$ cat src/verilog/csf_pkg.sv
// Purpose: constants and carrier types for the core status flags block
// Assumes: one clock, synchronous active-high reset, classic Wishbone slave
// Notes:   status register holds result flags, reset cause and bank selects
////////////////////////////////////////////////////////////////////////////////
package csf_pkg;

  // Register bit positions
  localparam int unsigned BIT_CARRY    = 0;
  localparam int unsigned BIT_NIBBLE   = 1;
  localparam int unsigned BIT_ZERO     = 2;
  localparam int unsigned BIT_SLEEP    = 3;
  localparam int unsigned BIT_WDOG     = 4;
  localparam int unsigned BIT_BANK_LO  = 5;
  localparam int unsigned BIT_BANK_HI  = 6;
  localparam int unsigned BIT_INDIRECT = 7;

  // Reset value: banks 0, expiry and sleep flags 1, result flags 0
  localparam logic [7:0] STATUS_RESET = 8'h18;

  // Data-memory map of the status register (low 7 bits, any bank)
  localparam logic [6:0] STATUS_DIRECT_OFS = 7'h03;
  localparam logic [8:0] STATUS_ADDR_B0    = 9'h003;
  localparam logic [8:0] STATUS_ADDR_B3    = 9'h183;

  // Wishbone word offsets (byte addresses)
  localparam logic [3:0] WB_OFS_STATUS = 4'h0;
  localparam logic [3:0] WB_OFS_EVENT  = 4'h4;

  // Widths
  localparam int unsigned DATA_W = 8;
  localparam int unsigned ADDR_W = 9;

  // Operation selectors from the instruction datapath
  typedef enum logic [3:0] {
    CSF_OP_NONE,
    CSF_OP_MOVE_W_TO_FILE,
    CSF_OP_BIT_CLEAR,
    CSF_OP_BIT_SET,
    CSF_OP_NIBBLE_SWAP,
    CSF_OP_CLEAR_FILE,
    CSF_OP_ADD_W_FILE,
    CSF_OP_ADD_LITERAL,
    CSF_OP_SUB_W_FILE,
    CSF_OP_SUB_LITERAL,
    CSF_OP_LOGIC,
    CSF_OP_ROTATE_RIGHT,
    CSF_OP_ROTATE_LEFT
  } csf_op_e;

  // Instruction request from the execution datapath
  typedef struct packed {
    logic             valid;
    csf_op_e          op;
    logic [7:0]       a;        // File/first operand
    logic [7:0]       b;        // W/second operand
    logic [2:0]       bit_sel;  // Bit index for bit ops
    logic             dest_file;
    logic             indirect;
    logic [7:0]       fsr;      // Indirect pointer
    logic [6:0]       dir_addr; // Direct address field
  } csf_instr_s;

  // ALU outcome
  typedef struct packed {
    logic [7:0] result;
    logic       zero;
    logic       nibble;
    logic       carry;
    logic       upd_zero;
    logic       upd_nibble;
    logic       upd_carry;
  } csf_alu_s;

endpackage
$ cat src/verilog/csf_alu.sv
// Purpose: result and flag computation for status-affecting operations
// Assumes: purely combinational, 8-bit operands
// Notes:   subtraction is a plus two's complement, flags are no-borrow
////////////////////////////////////////////////////////////////////////////////
module csf_alu
  import csf_pkg::*;
(
  input  csf_op_e    op_i,      // Operation
  input  wire logic [7:0] a_i,  // File operand
  input  wire logic [7:0] b_i,  // W or literal operand
  input  wire logic [2:0] bit_i,// Bit index
  input  wire logic   c_in_i,   // Current carry
  output csf_alu_s   out_o      // Result and flags
);

  logic [8:0] sum;
  logic [4:0] low_sum;
  logic [7:0] addend;
  logic [7:0] base;
  logic       is_sub;

  // Operand selection for add and subtract
  always_comb begin
    is_sub = (op_i == CSF_OP_SUB_W_FILE) || (op_i == CSF_OP_SUB_LITERAL);
    // two's complement subtract: file/literal minus W
    base    = a_i;
    addend  = is_sub ? ~b_i : b_i;
    sum     = {1'b0, base} + {1'b0, addend} + {8'h00, is_sub};
    low_sum = {1'b0, base[3:0]} + {1'b0, addend[3:0]} + {4'h0, is_sub};
  end

  // Result and flag decode
  always_comb begin
    out_o = '0;
    unique case (op_i)
      CSF_OP_ADD_W_FILE, CSF_OP_ADD_LITERAL, CSF_OP_SUB_W_FILE, CSF_OP_SUB_LITERAL: begin
        out_o.result = sum[7:0];
        out_o.nibble = low_sum[4];
        out_o.carry  = sum[8];
        out_o.upd_nibble = 1'b1;
        out_o.upd_carry  = 1'b1;
        out_o.upd_zero   = 1'b1;
      end
      CSF_OP_CLEAR_FILE: begin
        out_o.result   = 8'h00;
        out_o.upd_zero = 1'b1;
      end
      CSF_OP_LOGIC: begin
        out_o.result   = a_i & b_i;
        out_o.upd_zero = 1'b1;
      end
      CSF_OP_ROTATE_RIGHT: begin
        out_o.result    = {c_in_i, a_i[7:1]};
        out_o.carry     = a_i[0];
        out_o.upd_carry = 1'b1;
      end
      CSF_OP_ROTATE_LEFT: begin
        out_o.result    = {a_i[6:0], c_in_i};
        out_o.carry     = a_i[7];
        out_o.upd_carry = 1'b1;
      end
      CSF_OP_BIT_CLEAR:      out_o.result = a_i & ~(8'h01 << bit_i);
      CSF_OP_BIT_SET:        out_o.result = a_i | (8'h01 << bit_i);
      CSF_OP_NIBBLE_SWAP:    out_o.result = {a_i[3:0], a_i[7:4]};
      CSF_OP_MOVE_W_TO_FILE: out_o.result = b_i;
      CSF_OP_NONE:           out_o.result = a_i;
      default:               out_o.result = a_i;
    endcase
    out_o.zero = (out_o.result == 8'h00);
  end

endmodule // csf_alu

$ cat src/verilog/csf_core.sv
// Purpose: status register with result flags, reset cause and bank selects
// Assumes: one instruction per valid cycle; Wishbone gives debug access
// Notes:   Wishbone writes behave like instruction writes for protected bits
////////////////////////////////////////////////////////////////////////////////
//
// The Wishbone slave port was left to the implementer.
module csf_core
  import csf_pkg::*;
(
  input  wire logic        clk_i,        // 50 MHz clock
  input  wire logic        rst_i,        // Sync reset, high
  input  csf_instr_s       instr_i,      // Instruction request
  input  wire logic        wdt_clear_i,  // Watchdog clear executed
  input  wire logic        sleep_i,      // Sleep executed
  input  wire logic        wdt_timeout_i,// Watchdog time-out
  output logic [7:0]       result_o,     // ALU result, registered
  output logic [8:0]       data_addr_o,  // Full data address, registered
  output logic             status_hit_o, // Access targets status
  output logic [7:0]       status_o,     // Status register
  input  wire logic        wb_cyc_i,     // Wishbone cycle
  input  wire logic        wb_stb_i,     // Wishbone strobe
  input  wire logic        wb_we_i,      // Wishbone write
  input  wire logic [3:0]  wb_adr_i,     // Wishbone byte address
  input  wire logic [3:0]  wb_sel_i,     // Wishbone byte selects
  input  wire logic [31:0] wb_dat_i,     // Wishbone write data
  output logic [31:0]      wb_dat_o,     // Wishbone read data
  output logic             wb_ack_o      // Wishbone ack
);

  logic [7:0] status_reg;
  logic [7:0] status_next;
  logic [7:0] event_reg;
  logic [8:0] addr_next;
  logic       hit;
  logic       file_wr;
  logic       wb_req;
  logic       wb_wr_status;
  logic       ack_reg;
  logic [31:0] rdata_reg;
  csf_alu_s   alu;

  ////////////////////////////////////////////////////////////////////////////
  // ALU
  csf_alu u_alu (
    .op_i   (instr_i.op),
    .a_i    (instr_i.a),
    .b_i    (instr_i.b),
    .bit_i  (instr_i.bit_sel),
    .c_in_i (status_reg[BIT_CARRY]),
    .out_o  (alu)
  );

  ////////////////////////////////////////////////////////////////////////////
  // Address formation
  always_comb begin
    if (instr_i.indirect)
      addr_next = {status_reg[BIT_INDIRECT], instr_i.fsr};
    else
      addr_next = {status_reg[BIT_BANK_HI], status_reg[BIT_BANK_LO], instr_i.dir_addr};
    // mirror in all banks, bank bits ignored
    hit = (addr_next[6:0] == STATUS_DIRECT_OFS);
  end

  assign file_wr      = instr_i.valid && instr_i.dest_file && hit;
  assign wb_req       = wb_cyc_i && wb_stb_i && !ack_reg;
  assign wb_wr_status = wb_req && wb_we_i && (wb_adr_i == WB_OFS_STATUS) && wb_sel_i[0];

  ////////////////////////////////////////////////////////////////////////////
  // Next status value
  always_comb begin
    status_next = status_reg;
    if (file_wr) begin
      status_next[7:5] = alu.result[7:5];
      if (!(alu.upd_zero || alu.upd_nibble || alu.upd_carry))
        status_next[2:0] = alu.result[2:0];
    end else if (wb_wr_status) begin
      status_next[7:5] = wb_dat_i[7:5];
      status_next[2:0] = wb_dat_i[2:0];
    end
    if (instr_i.valid) begin
      if (alu.upd_zero)   status_next[BIT_ZERO]   = alu.zero;
      if (alu.upd_nibble) status_next[BIT_NIBBLE] = alu.nibble;
      if (alu.upd_carry)  status_next[BIT_CARRY]  = alu.carry;
    end
    if (wdt_clear_i) begin
      status_next[BIT_WDOG]  = 1'b1;
      status_next[BIT_SLEEP] = 1'b1;
    end else if (sleep_i) begin
      status_next[BIT_WDOG]  = 1'b1;
      status_next[BIT_SLEEP] = 1'b0;
    end
    if (wdt_timeout_i)
      status_next[BIT_WDOG] = 1'b0;
  end

  // Status register, power-up value
  always_ff @(posedge clk_i) begin
    if (rst_i)
      status_reg <= STATUS_RESET;
    else
      status_reg <= status_next;
  end

  // Datapath outputs
  always_ff @(posedge clk_i) begin
    if (rst_i) begin
      result_o    <= 8'h00;
      data_addr_o <= 9'h000;
    end else if (instr_i.valid) begin
      result_o    <= alu.result;
      data_addr_o <= addr_next;
    end
  end

  // Sticky event record: time-out, sleep, wdt clear; write 1 clears, set wins
  always_ff @(posedge clk_i) begin
    if (rst_i)
      event_reg <= 8'h00;
    else
      event_reg <= (event_reg & ~((wb_req && wb_we_i && wb_adr_i == WB_OFS_EVENT &&
                   wb_sel_i[0]) ? wb_dat_i[7:0] : 8'h00))
                   | {5'h00, wdt_clear_i, sleep_i, wdt_timeout_i};
  end

  ////////////////////////////////////////////////////////////////////////////
  // Wishbone slave: ack one cycle after request, unmapped reads zero
  always_ff @(posedge clk_i) begin
    if (rst_i) begin
      ack_reg   <= 1'b0;
      rdata_reg <= 32'h0000_0000;
    end else begin
      ack_reg <= wb_req;
      if (wb_req && !wb_we_i) begin
        unique case (wb_adr_i)
          WB_OFS_STATUS: rdata_reg <= {24'h000000, status_reg};
          WB_OFS_EVENT:  rdata_reg <= {24'h000000, event_reg};
          default:       rdata_reg <= 32'h0000_0000;
        endcase
      end
    end
  end

  assign wb_ack_o     = ack_reg;
  assign wb_dat_o     = rdata_reg;
  assign status_o     = status_reg;
  assign status_hit_o = hit;

endmodule // csf_core

$ cat config.mk
export PLATFORM = sky130hd
export DESIGN_NAME = csf_core
export DESIGN_NICKNAME = d
export VERILOG_FILES = /design/src/verilog/csf_pkg.sv /design/src/verilog/csf_alu.sv /design/src/verilog/csf_core.sv
export SDC_FILE = /design/constraint.sdc
export NUM_CORES = 1
export LEC_CHECK = 0
export BUFFER_PORTS_ARGS = -buffer_cell sky130_fd_sc_hd__buf_2
export CORE_MARGIN = 5
export CORE_UTILIZATION = 49
export CTS_CLUSTER_DIAMETER = 100
export DETAILED_ROUTE_END_ITERATION = 7
export GPL_TIMING_DRIVEN = 0
export HOLD_SLACK_MARGIN = 0.15
export PLACE_DENSITY = 0.88
export RECOVER_POWER = 50
export SETUP_SLACK_MARGIN = 0.5
export SYNTH_ARGS = -nofsm -noshare
export SYNTH_HDL_FRONTEND = slang
export SYNTH_HIERARCHICAL = 1
export SYNTH_SLANG_ARGS = --single-unit
$ cat constraint.sdc
create_clock -name clk_i -period 3.3 [get_ports clk_i]
set_clock_uncertainty 0.15 [all_clocks]
set_input_delay 0.495 -clock clk_i [delete_from_list [all_inputs] [get_ports clk_i]]
set_output_delay 0.495 -clock clk_i [all_outputs]
set_load 0.01 [all_outputs]
==> flow_summary_export.csv, run 1 <==
group,metric,value,unit
setup_path,worstSetupEndpointType,"flop",
yosys,synth_top_family_by_area,"compound AO/OA/AOI/OAI gates",
setup_path,worstPathArrival,3120,ps
pwr,intPower,0.0009050,W
clock_network,cts.sinks,42,
timing,slew_headroom,46.54,%
yosys,synthArstFlopShare,0,%
yosys,yosysUniqueCellTypes,77,
route,drtAntennaViolNets,0,
setup_path,critPathRequiredTime,3380,ps
timing,finalHoldViolations,0,
yosys,synth_mux_area_share,9.664,%
global_routing,use_met3,5.657,%
floorplanning,die-area,9012,sq um
floorplanning,initial_core_util,49.53,%
route,routed_wirelength,11.80,mm
timing,fin_setup_tns,0,ps
route,dr_total_vias,4006,
clock_network,worstSkewPairLatency,300,ps
yosys,synth_ff_type,"dfxtp_1",
yosys,syn_inst,432,
yosys,synthXorXnorAreaFrac,2.973,%
route,wl_per_cell,17.94,um
place,hpwl,9.037,mm
pwr,comb_power_share,35.8,%
route,via_per_inst,6.088,
place,place_area,4238,sq um
layout,fin_nets,656,
yosys,netlist_area,3535,sq um
clock_network,clock-root-buffer,"clkbuf_8",
yosys,synth_compound_area_share,25.13,%
timing,setup_viol,0,
layout,fill_cells,639,
run,max_cap_violations,0,
global_routing,use_met1,31.42,%
global_routing,grt_max_degree,14,
pwr,power.total,0.001388,W
yosys,ys_ff_latch,42,
global_routing,grt_usage,25.03,%
floorplanning,ios,148,
pwr,p_per_area,313.0,nW/um^2
setup_path,crit_path_top_delay_cell,"nor4_2",
timing,tightest_slew,795.8,ps
pwr,vdd_drop_max,0.1687,mV
global_routing,antenna_found_initial,0,
yosys,synth_area_per_cell,8.182,sq um
clock_network,cts_buffers,5,
timing,slew_viol_final,0,
pwr,pwr-share-seq,39.0,%
floorplanning,coreArea,7137,sq um
clock_network,cts.clk_slew.worst_paths,80,ps
pwr,leakage,1.917,nW
timing,rsz0062_at_grt,"true",
clock_network,cts_max_level,2,
layout,drive_gt1_share,27.37,%
route,drt_pre_antenna_iters,5,
layout,final_area,4436,sq um
floorplanning,row_count,31,
timing,clock.fmax,0.3289,GHz
global_routing,grt_pass1_wl,17.93,mm
setup_path,startpoint_type,"input pin",
route,drc_errors,0,
outcome,outcome,"finished clean",
setup_path,cp_cell_sequence,"buf_8 > nor3b_4 > buf_6 > buf_4 > xor2_1 > ha_1 > nand2b_1 > o21ai_0 > a32o_1 > o22ai_1 > o311ai_2 > nor4_2 > nand4_1 > o211ai_1",
clock_network,ctsLongestPathBuffers,2,
yosys,synth_fa_ha_area_share,3.398,%
place,dp.cells,647,
timing,finalCriticalPeriod,3040,ps
floorplanning,die_w,94.93,um
setup_path,cp_max_fo,5,
pwr,pwr-share-clk,25.1,%
layout,syn_to_final_growth,25.49,%
floorplanning,die_h,94.93,um
hold_path,hp-class,"in2reg",
clock_network,tritoncts,"done",
place,gp_congestion,1.023,
layout,largest_reg_flops,9,
yosys,yosys_warnings,6,
yosys,synth-edff-count,0,
yosys,yosys.area_share.simple,24.57,%
global_routing,grt_pass1_vias,3702,
setup_path,slowest_delay,380,ps
layout,diodes,0,
global_routing,overflow,0,
global_routing,globalRouteMet2Util,41.40,%
setup_path,path_class,"in2reg",
timing,fin_crit_sh,92.12,%
layout,registers.top_by_ff_count,"data_addr_o",
global_routing,top_usage_layer,"met2",
route,initialDrtViolationCount,513,
layout,final_cells,658,
place,io_buffers,93,
pwr,switching_share,34.81,%
pwr,p_sw,0.0004833,W
yosys,ys_seq_area_share,23.79,%
==> metrics by stage <==
stage | utilization [%] | setup WS [ps] | hold slack, ps
2_1_floorplan | - | 379.1 | 258.5
3_3_place_gp | 59.38 | -158.0 | 265.7
3_5_place_dp | 59.38 | -174.0 | 273.7
4_1_cts | 61.27 | 301.0 | 222.6
5_1_grt | 62.15 | 169.7 | 222.9
6_report | 62.15 | 259.9 | 226.2
==> cell type report <==
class                           instances  area [sq um]  share of cell area, %
Multi-Input combinational cell        352          2540                  57.26
Buffer                                 49         321.6                  7.250
Clock buffer                            6         82.58                  1.862
Inverter                               12         45.04                  1.016
Sequential cell                        42         840.8                  18.96
Timing Repair Buffer                   96         469.2                  10.58
Tap cell                               99         123.9                  2.793
Clock inverter                          2         12.51                 0.2821
==> placed cells by master, fill, tap and decap left out, types with 4 or more instances in the layout <==
cell type  count
and2_1         4
nand2b_1       6
clkbuf_8       6
nand4_1       10
a31oi_1        5
a22o_1         5
a21oi_1       28
a21o_1         4
conb_1        24
clkbuf_1      44
inv_1         10
buf_6          4
a211oi_1      10
o211ai_1       5
nor2b_1       11
o21ai_0       12
buf_2         62
mux2i_1       24
dfxtp_1       42
mux2_2         7
xor2_1         7
nand2_1       24
and3_1         8
o22ai_1        4
nor2_1        36
a22oi_1        5
buf_4         34
nor3_1         5
ha_1           7
nand3_1       14
==> kinds of logic (layout without fill, tap and decap cells) <==
logic type,after synthesis,count (layout)
compound gates,124,124
xor+xnor,12,12
fa+ha+maj,9,9
buf+inv,61,165
flops,42,42
mux,33,33
other cells,1,24
simple gates,150,150
==> per-layer routing <==
metal  wire length, um  vias up
li1                  -     1831
met5                 0        -
met2              5557      284
met3              1279       38
met4               307        0
met1              4658     1853
==> worst max-delay path: cells and delay by family <==
family | cells | cell delay, ps
AO/OA/AOI/OAI | 5 | 880
AND/OR/NAND/NOR | 4 | 840
buffers and inverters | 3 | 460
adder cells (fa/ha/maj) | 1 | 280
XOR/XNOR | 1 | 160
==> power by group through the flow <==
stage | clock network [W] | registers [W] | logic, W
3_3_place_gp | 0 | 0.000552 | 0.000446
4_1_cts | 0.000351 | 0.000541 | 0.000468
2_1_floorplan | 0 | 0.000560 | 0.000296
5_1_grt | 0.000376 | 0.000544 | 0.000535
3_5_place_dp | 0 | 0.000552 | 0.000455
6_report | 0.000349 | 0.000542 | 0.000497
==> worst paths after layout <==
| path | start | end | slack (ps) | cells past startpoint |
|---|---|---|---|---|
| worst max-delay path | instr_i[37] | status_o[2] | 260 | 14 |
| worst min-delay path | wb_dat_i[6] | event_reg[6] | 230 | 2 |
| worst max register to register | status_o[0] | status_o[2] | 1170 | 8 |
| worst min register to register | event_reg[6] | event_reg[6] | 290 | 2 |
==> cell usage after synthesis, types with 6 or more instances <==
cell / n / area, sq um
dfxtp_1: 42 / 840.8
nor2_1: 36 / 135.1
buf_4: 31 / 232.7
a21oi_1: 30 / 150.1
mux2i_1: 24 / 240.2
nand2_1: 24 / 90.09
nand3_1: 14 / 70.07
o21ai_0: 14 / 70.07
a211oi_1: 11 / 82.58
nor2b_1: 11 / 68.82
clkbuf_1: 10 / 37.54
inv_1: 10 / 37.54
nand4_1: 10 / 62.56
and3_1: 9 / 56.30
xor2_1: 9 / 78.83
ha_1: 8 / 100.1
mux2_2: 7 / 78.83
nand2b_1: 6 / 37.54
==> repair_timing <==
item,in CTS,in global routing
pin swaps,2,7
resized for setup,5,19
setup buffers,1,2
hold buffers,0,0
setup endpoints to repair,7,9
(Power assumes the default switching activity.)
==> inputs of run 2 (changes only) <==
--- a/config.mk
+++ b/config.mk
@@ -6,6 +6,7 @@
 export NUM_CORES = 1
 export LEC_CHECK = 0
 export BUFFER_PORTS_ARGS = -buffer_cell sky130_fd_sc_hd__buf_2
+export CORE_ASPECT_RATIO = 2
 export CORE_MARGIN = 5
 export CORE_UTILIZATION = 49
 export CTS_CLUSTER_DIAMETER = 100
@@ -14,7 +15,7 @@
 export HOLD_SLACK_MARGIN = 0.15
 export PLACE_DENSITY = 0.88
 export RECOVER_POWER = 50
-export SETUP_SLACK_MARGIN = 0.5
+export SETUP_SLACK_MARGIN = 0.1
 export SYNTH_ARGS = -nofsm -noshare
 export SYNTH_HDL_FRONTEND = slang
 export SYNTH_HIERARCHICAL = 1
==> run 2 against run 1 <==
Count of clock-buffer cells in the layout increased by 1. Total power increased by 8.2%. Worst hold slack better by 17 ps. Sequential power barely moved. Critical path type unchanged. Final area down 1.8%. Maximum frequency down 1.7%. Non-clock buffer count unchanged. First-iteration DRC count down 52%. Sequential share of layout area grew 0.34 points.
==> flow_summary_export.csv, run 2 (synthesized netlist as in run 1, its figures left out) <==
group,metric,value,unit
floorplanning,initial_core_util,50.54,%
floorplanning,row_count,43,
timing,finalHoldViolations,0,
pwr,leakage,1.906,nW
setup_path,worstSetupEndpointType,"flop",
timing,slew_viol_final,0,
layout,largest_reg_flops,9,
pwr,intPower,0.001004,W
global_routing,grt_pass1_wl,20.38,mm
clock_network,cts_max_level,2,
setup_path,slowest_delay,610,ps
timing,fin_crit_sh,93.73,%
setup_path,crit_path_top_delay_cell,"o311ai_1",
floorplanning,die-area,9115,sq um
layout,final_cell_mix,"buf_2 (64), clkbuf_1 (47), dfxtp_1 (42)",
global_routing,grt_usage,28.50,%
floorplanning,die_h,130.1,um
pwr,p_per_area,344.6,nW/um^2
layout,register_area,840.8,sq um
pwr,pwr-share-seq,36.2,%
route,dr_total_vias,3932,
route,wl_per_cell,20.55,um
pwr,switching_share,33.13,%
run,max_cap_violations,0,
setup_path,reg2regPathDepth,7,
route,initialDrtViolationCount,245,
clock_network,cts_buffers,5,
route,routed_wirelength,13.32,mm
global_routing,grt_pass1_vias,4067,
setup_path,critPathRequiredTime,3300,ps
floorplanning,coreArea,6994,sq um
timing,setup_viol,0,
global_routing,antenna_found_initial,0,
timing,rsz0062_at_grt,"false",
layout,diodes,0,
place,dp.cells,638,
clock_network,cts.sinks,42,
layout,registers.top_by_ff_count,"data_addr_o",
place,hpwl,10.94,mm
place,io_buffers,93,
floorplanning,ios,148,
route,drc_errors,0,
clock_network,clock-root-buffer,"clkbuf_16",
layout,layout.cells.most_common,"buf_2",
place,dp_slack,-404.0,ps
hold_path,hp-class,"in2reg",
setup_path,startpoint_type,"input pin",
setup_path,critPathTopFamily,"compound AO/OA/AOI/OAI gates",
pwr,p_sw,0.0004975,W
layout,drive_gt1_share,25.09,%
timing,clock.fmax,0.3233,GHz
setup_path,path_buf_inv,3,
route,via_per_inst,6.068,
timing,slew_headroom,39.76,%
layout,multi_input_area,2459,sq um
setup_path,setup.worst_path.end,"status_o[2]",
clock_network,ctsLongestPathBuffers,2,
clock_network,cts.clk_slew.worst_paths,60,ps
setup_path,cp_cell_sequence,"buf_2 > nor3b_2 > buf_6 > buf_4 > xor2_1 > ha_1 > a21o_1 > a21oi_1 > o21ai_0 > o311ai_1 > nor4_2 > nand4_1 > o211ai_1",
setup_path,path_class,"in2reg",
setup_path,r2r-start,"status_o[0]",
floorplanning,die_w,70.06,um
layout,fin_nets,656,
setup_path,r2r-end,"status_o[2]",
setup_path,cp.depth,13,
clock_network,tritoncts,"done",
setup_path,worstPathArrival,3100,ps
route,drt_pre_antenna_iters,5,
pwr,vdd_drop_max,0.1621,mV
timing,finalCriticalPeriod,3093,ps
route,drtAntennaViolNets,0,
timing,fin_ws,207.0,ps
clock_network,hold_buffers,0,
global_routing,grt_max_degree,12,
setup_path,cp_max_fo,6,
layout,syn_to_final_growth,23.26,%
clock_network,worstSkewPairLatency,290,ps
setup_path,r2r_setup_slack,1160,ps
timing,tightest_slew,896.8,ps
place,gp_congestion,0.9679,
global_routing,overflow,0,
layout,fill_cells,666,
pwr,comb_power_share,32.7,%
layout,final_cells,648,
outcome,outcome,"finished clean",
setup_path,crit_start,"instr_i[38]",
pwr,pwr-share-clk,31.0,%
-- run 2: changes by cell type in the layout (fill, tap and decap cells not counted), moves of 2 or more --
cell	previous run	this run
xor2_4	2	0
buf_6	4	2
a21oi_2	2	0
clkbuf_1	44	47
clkbuf_16	0	5
xor2_2	0	2
clkbuf_8	6	0
buf_2	62	64
a21oi_1	28	30
-- run 2: through the flow --
stage	cell area (sq um)	power, W	utilization (%)	TNS [ps]	hold slack, ps
6_report	4357	0.001502	62.29	0	243.1
5_1_grt	4357	0.001557	62.29	0	250.4
4_1_cts	4365	0.001485	62.42	0	244.7
3_5_place_dp	4199	0.001022	60.04	-1123	274.9
3_3_place_gp	4199	0.001012	60.04	-1121	266.8
2_1_floorplan	3621	0.0008529	-	0	258.5
-- run 2: final cells by class --
class                           instances  area share (%)
Clock buffer                            7           3.044
Inverter                               12           1.034
Multi-Input combinational cell        352           56.43
Buffer                                 49           7.381
Sequential cell                        42           19.30
Timing Repair Buffer                   96           10.22
Tap cell                               90           2.585
-- run 2: per-layer routing --
metal / GRT usage [%] / vias to the layer above / part of all wire [%]
met5: 0 / - / 0
met4: 26.75 / 0 / 9.1
met3: 4.626 / 71 / 5.7
met2: 54.04 / 226 / 54
met1: 24.66 / 1807 / 31
li1: - / 1828 / -
-- run 2: worst register-to-register path: stages (launching register included) --
cell and delay (ps):
dfxtp_1 390, mux2i_1 160, o2bb2ai_1 80, nor4_1 530, o2111ai_1 230, nor4_2 240
nand4_1 130, o211ai_1 140
-- run 2: worst min-delay path by stage --
stage / start / to / slack, ps / depth (start not counted)
after floorplan: event_reg[5] / event_reg[5] / 260 / 2
after global placement: event_reg[6] / event_reg[6] / 270 / 2
after detailed placement: event_reg[6] / event_reg[6] / 270 / 2
after CTS: wb_dat_i[5] / event_reg[5] / 240 / 2
after global routing: wb_dat_i[5] / event_reg[5] / 250 / 2
final: wb_dat_i[5] / event_reg[5] / 240 / 2
-- run 2: repair_timing --
item | 4_1_cts | 5_1_grt
endpoints found under the setup margin | 4 | 4
setup buffers | 3 | 0
gates resized for setup | 2 | 6
pin swaps | 2 | 3
endpoints found under the hold margin | 0 | 0
-- run 2: power groups by stage --
stage	combinational, W	clock [W]	sequential (W)
6_report	0.000492	0.000466	0.000544
5_1_grt	0.000526	0.000486	0.000545
4_1_cts	0.000479	0.000464	0.000543
3_5_place_dp	0.000468	0	0.000554
3_3_place_gp	0.000459	0	0.000553
2_1_floorplan	0.000293	0	0.000560
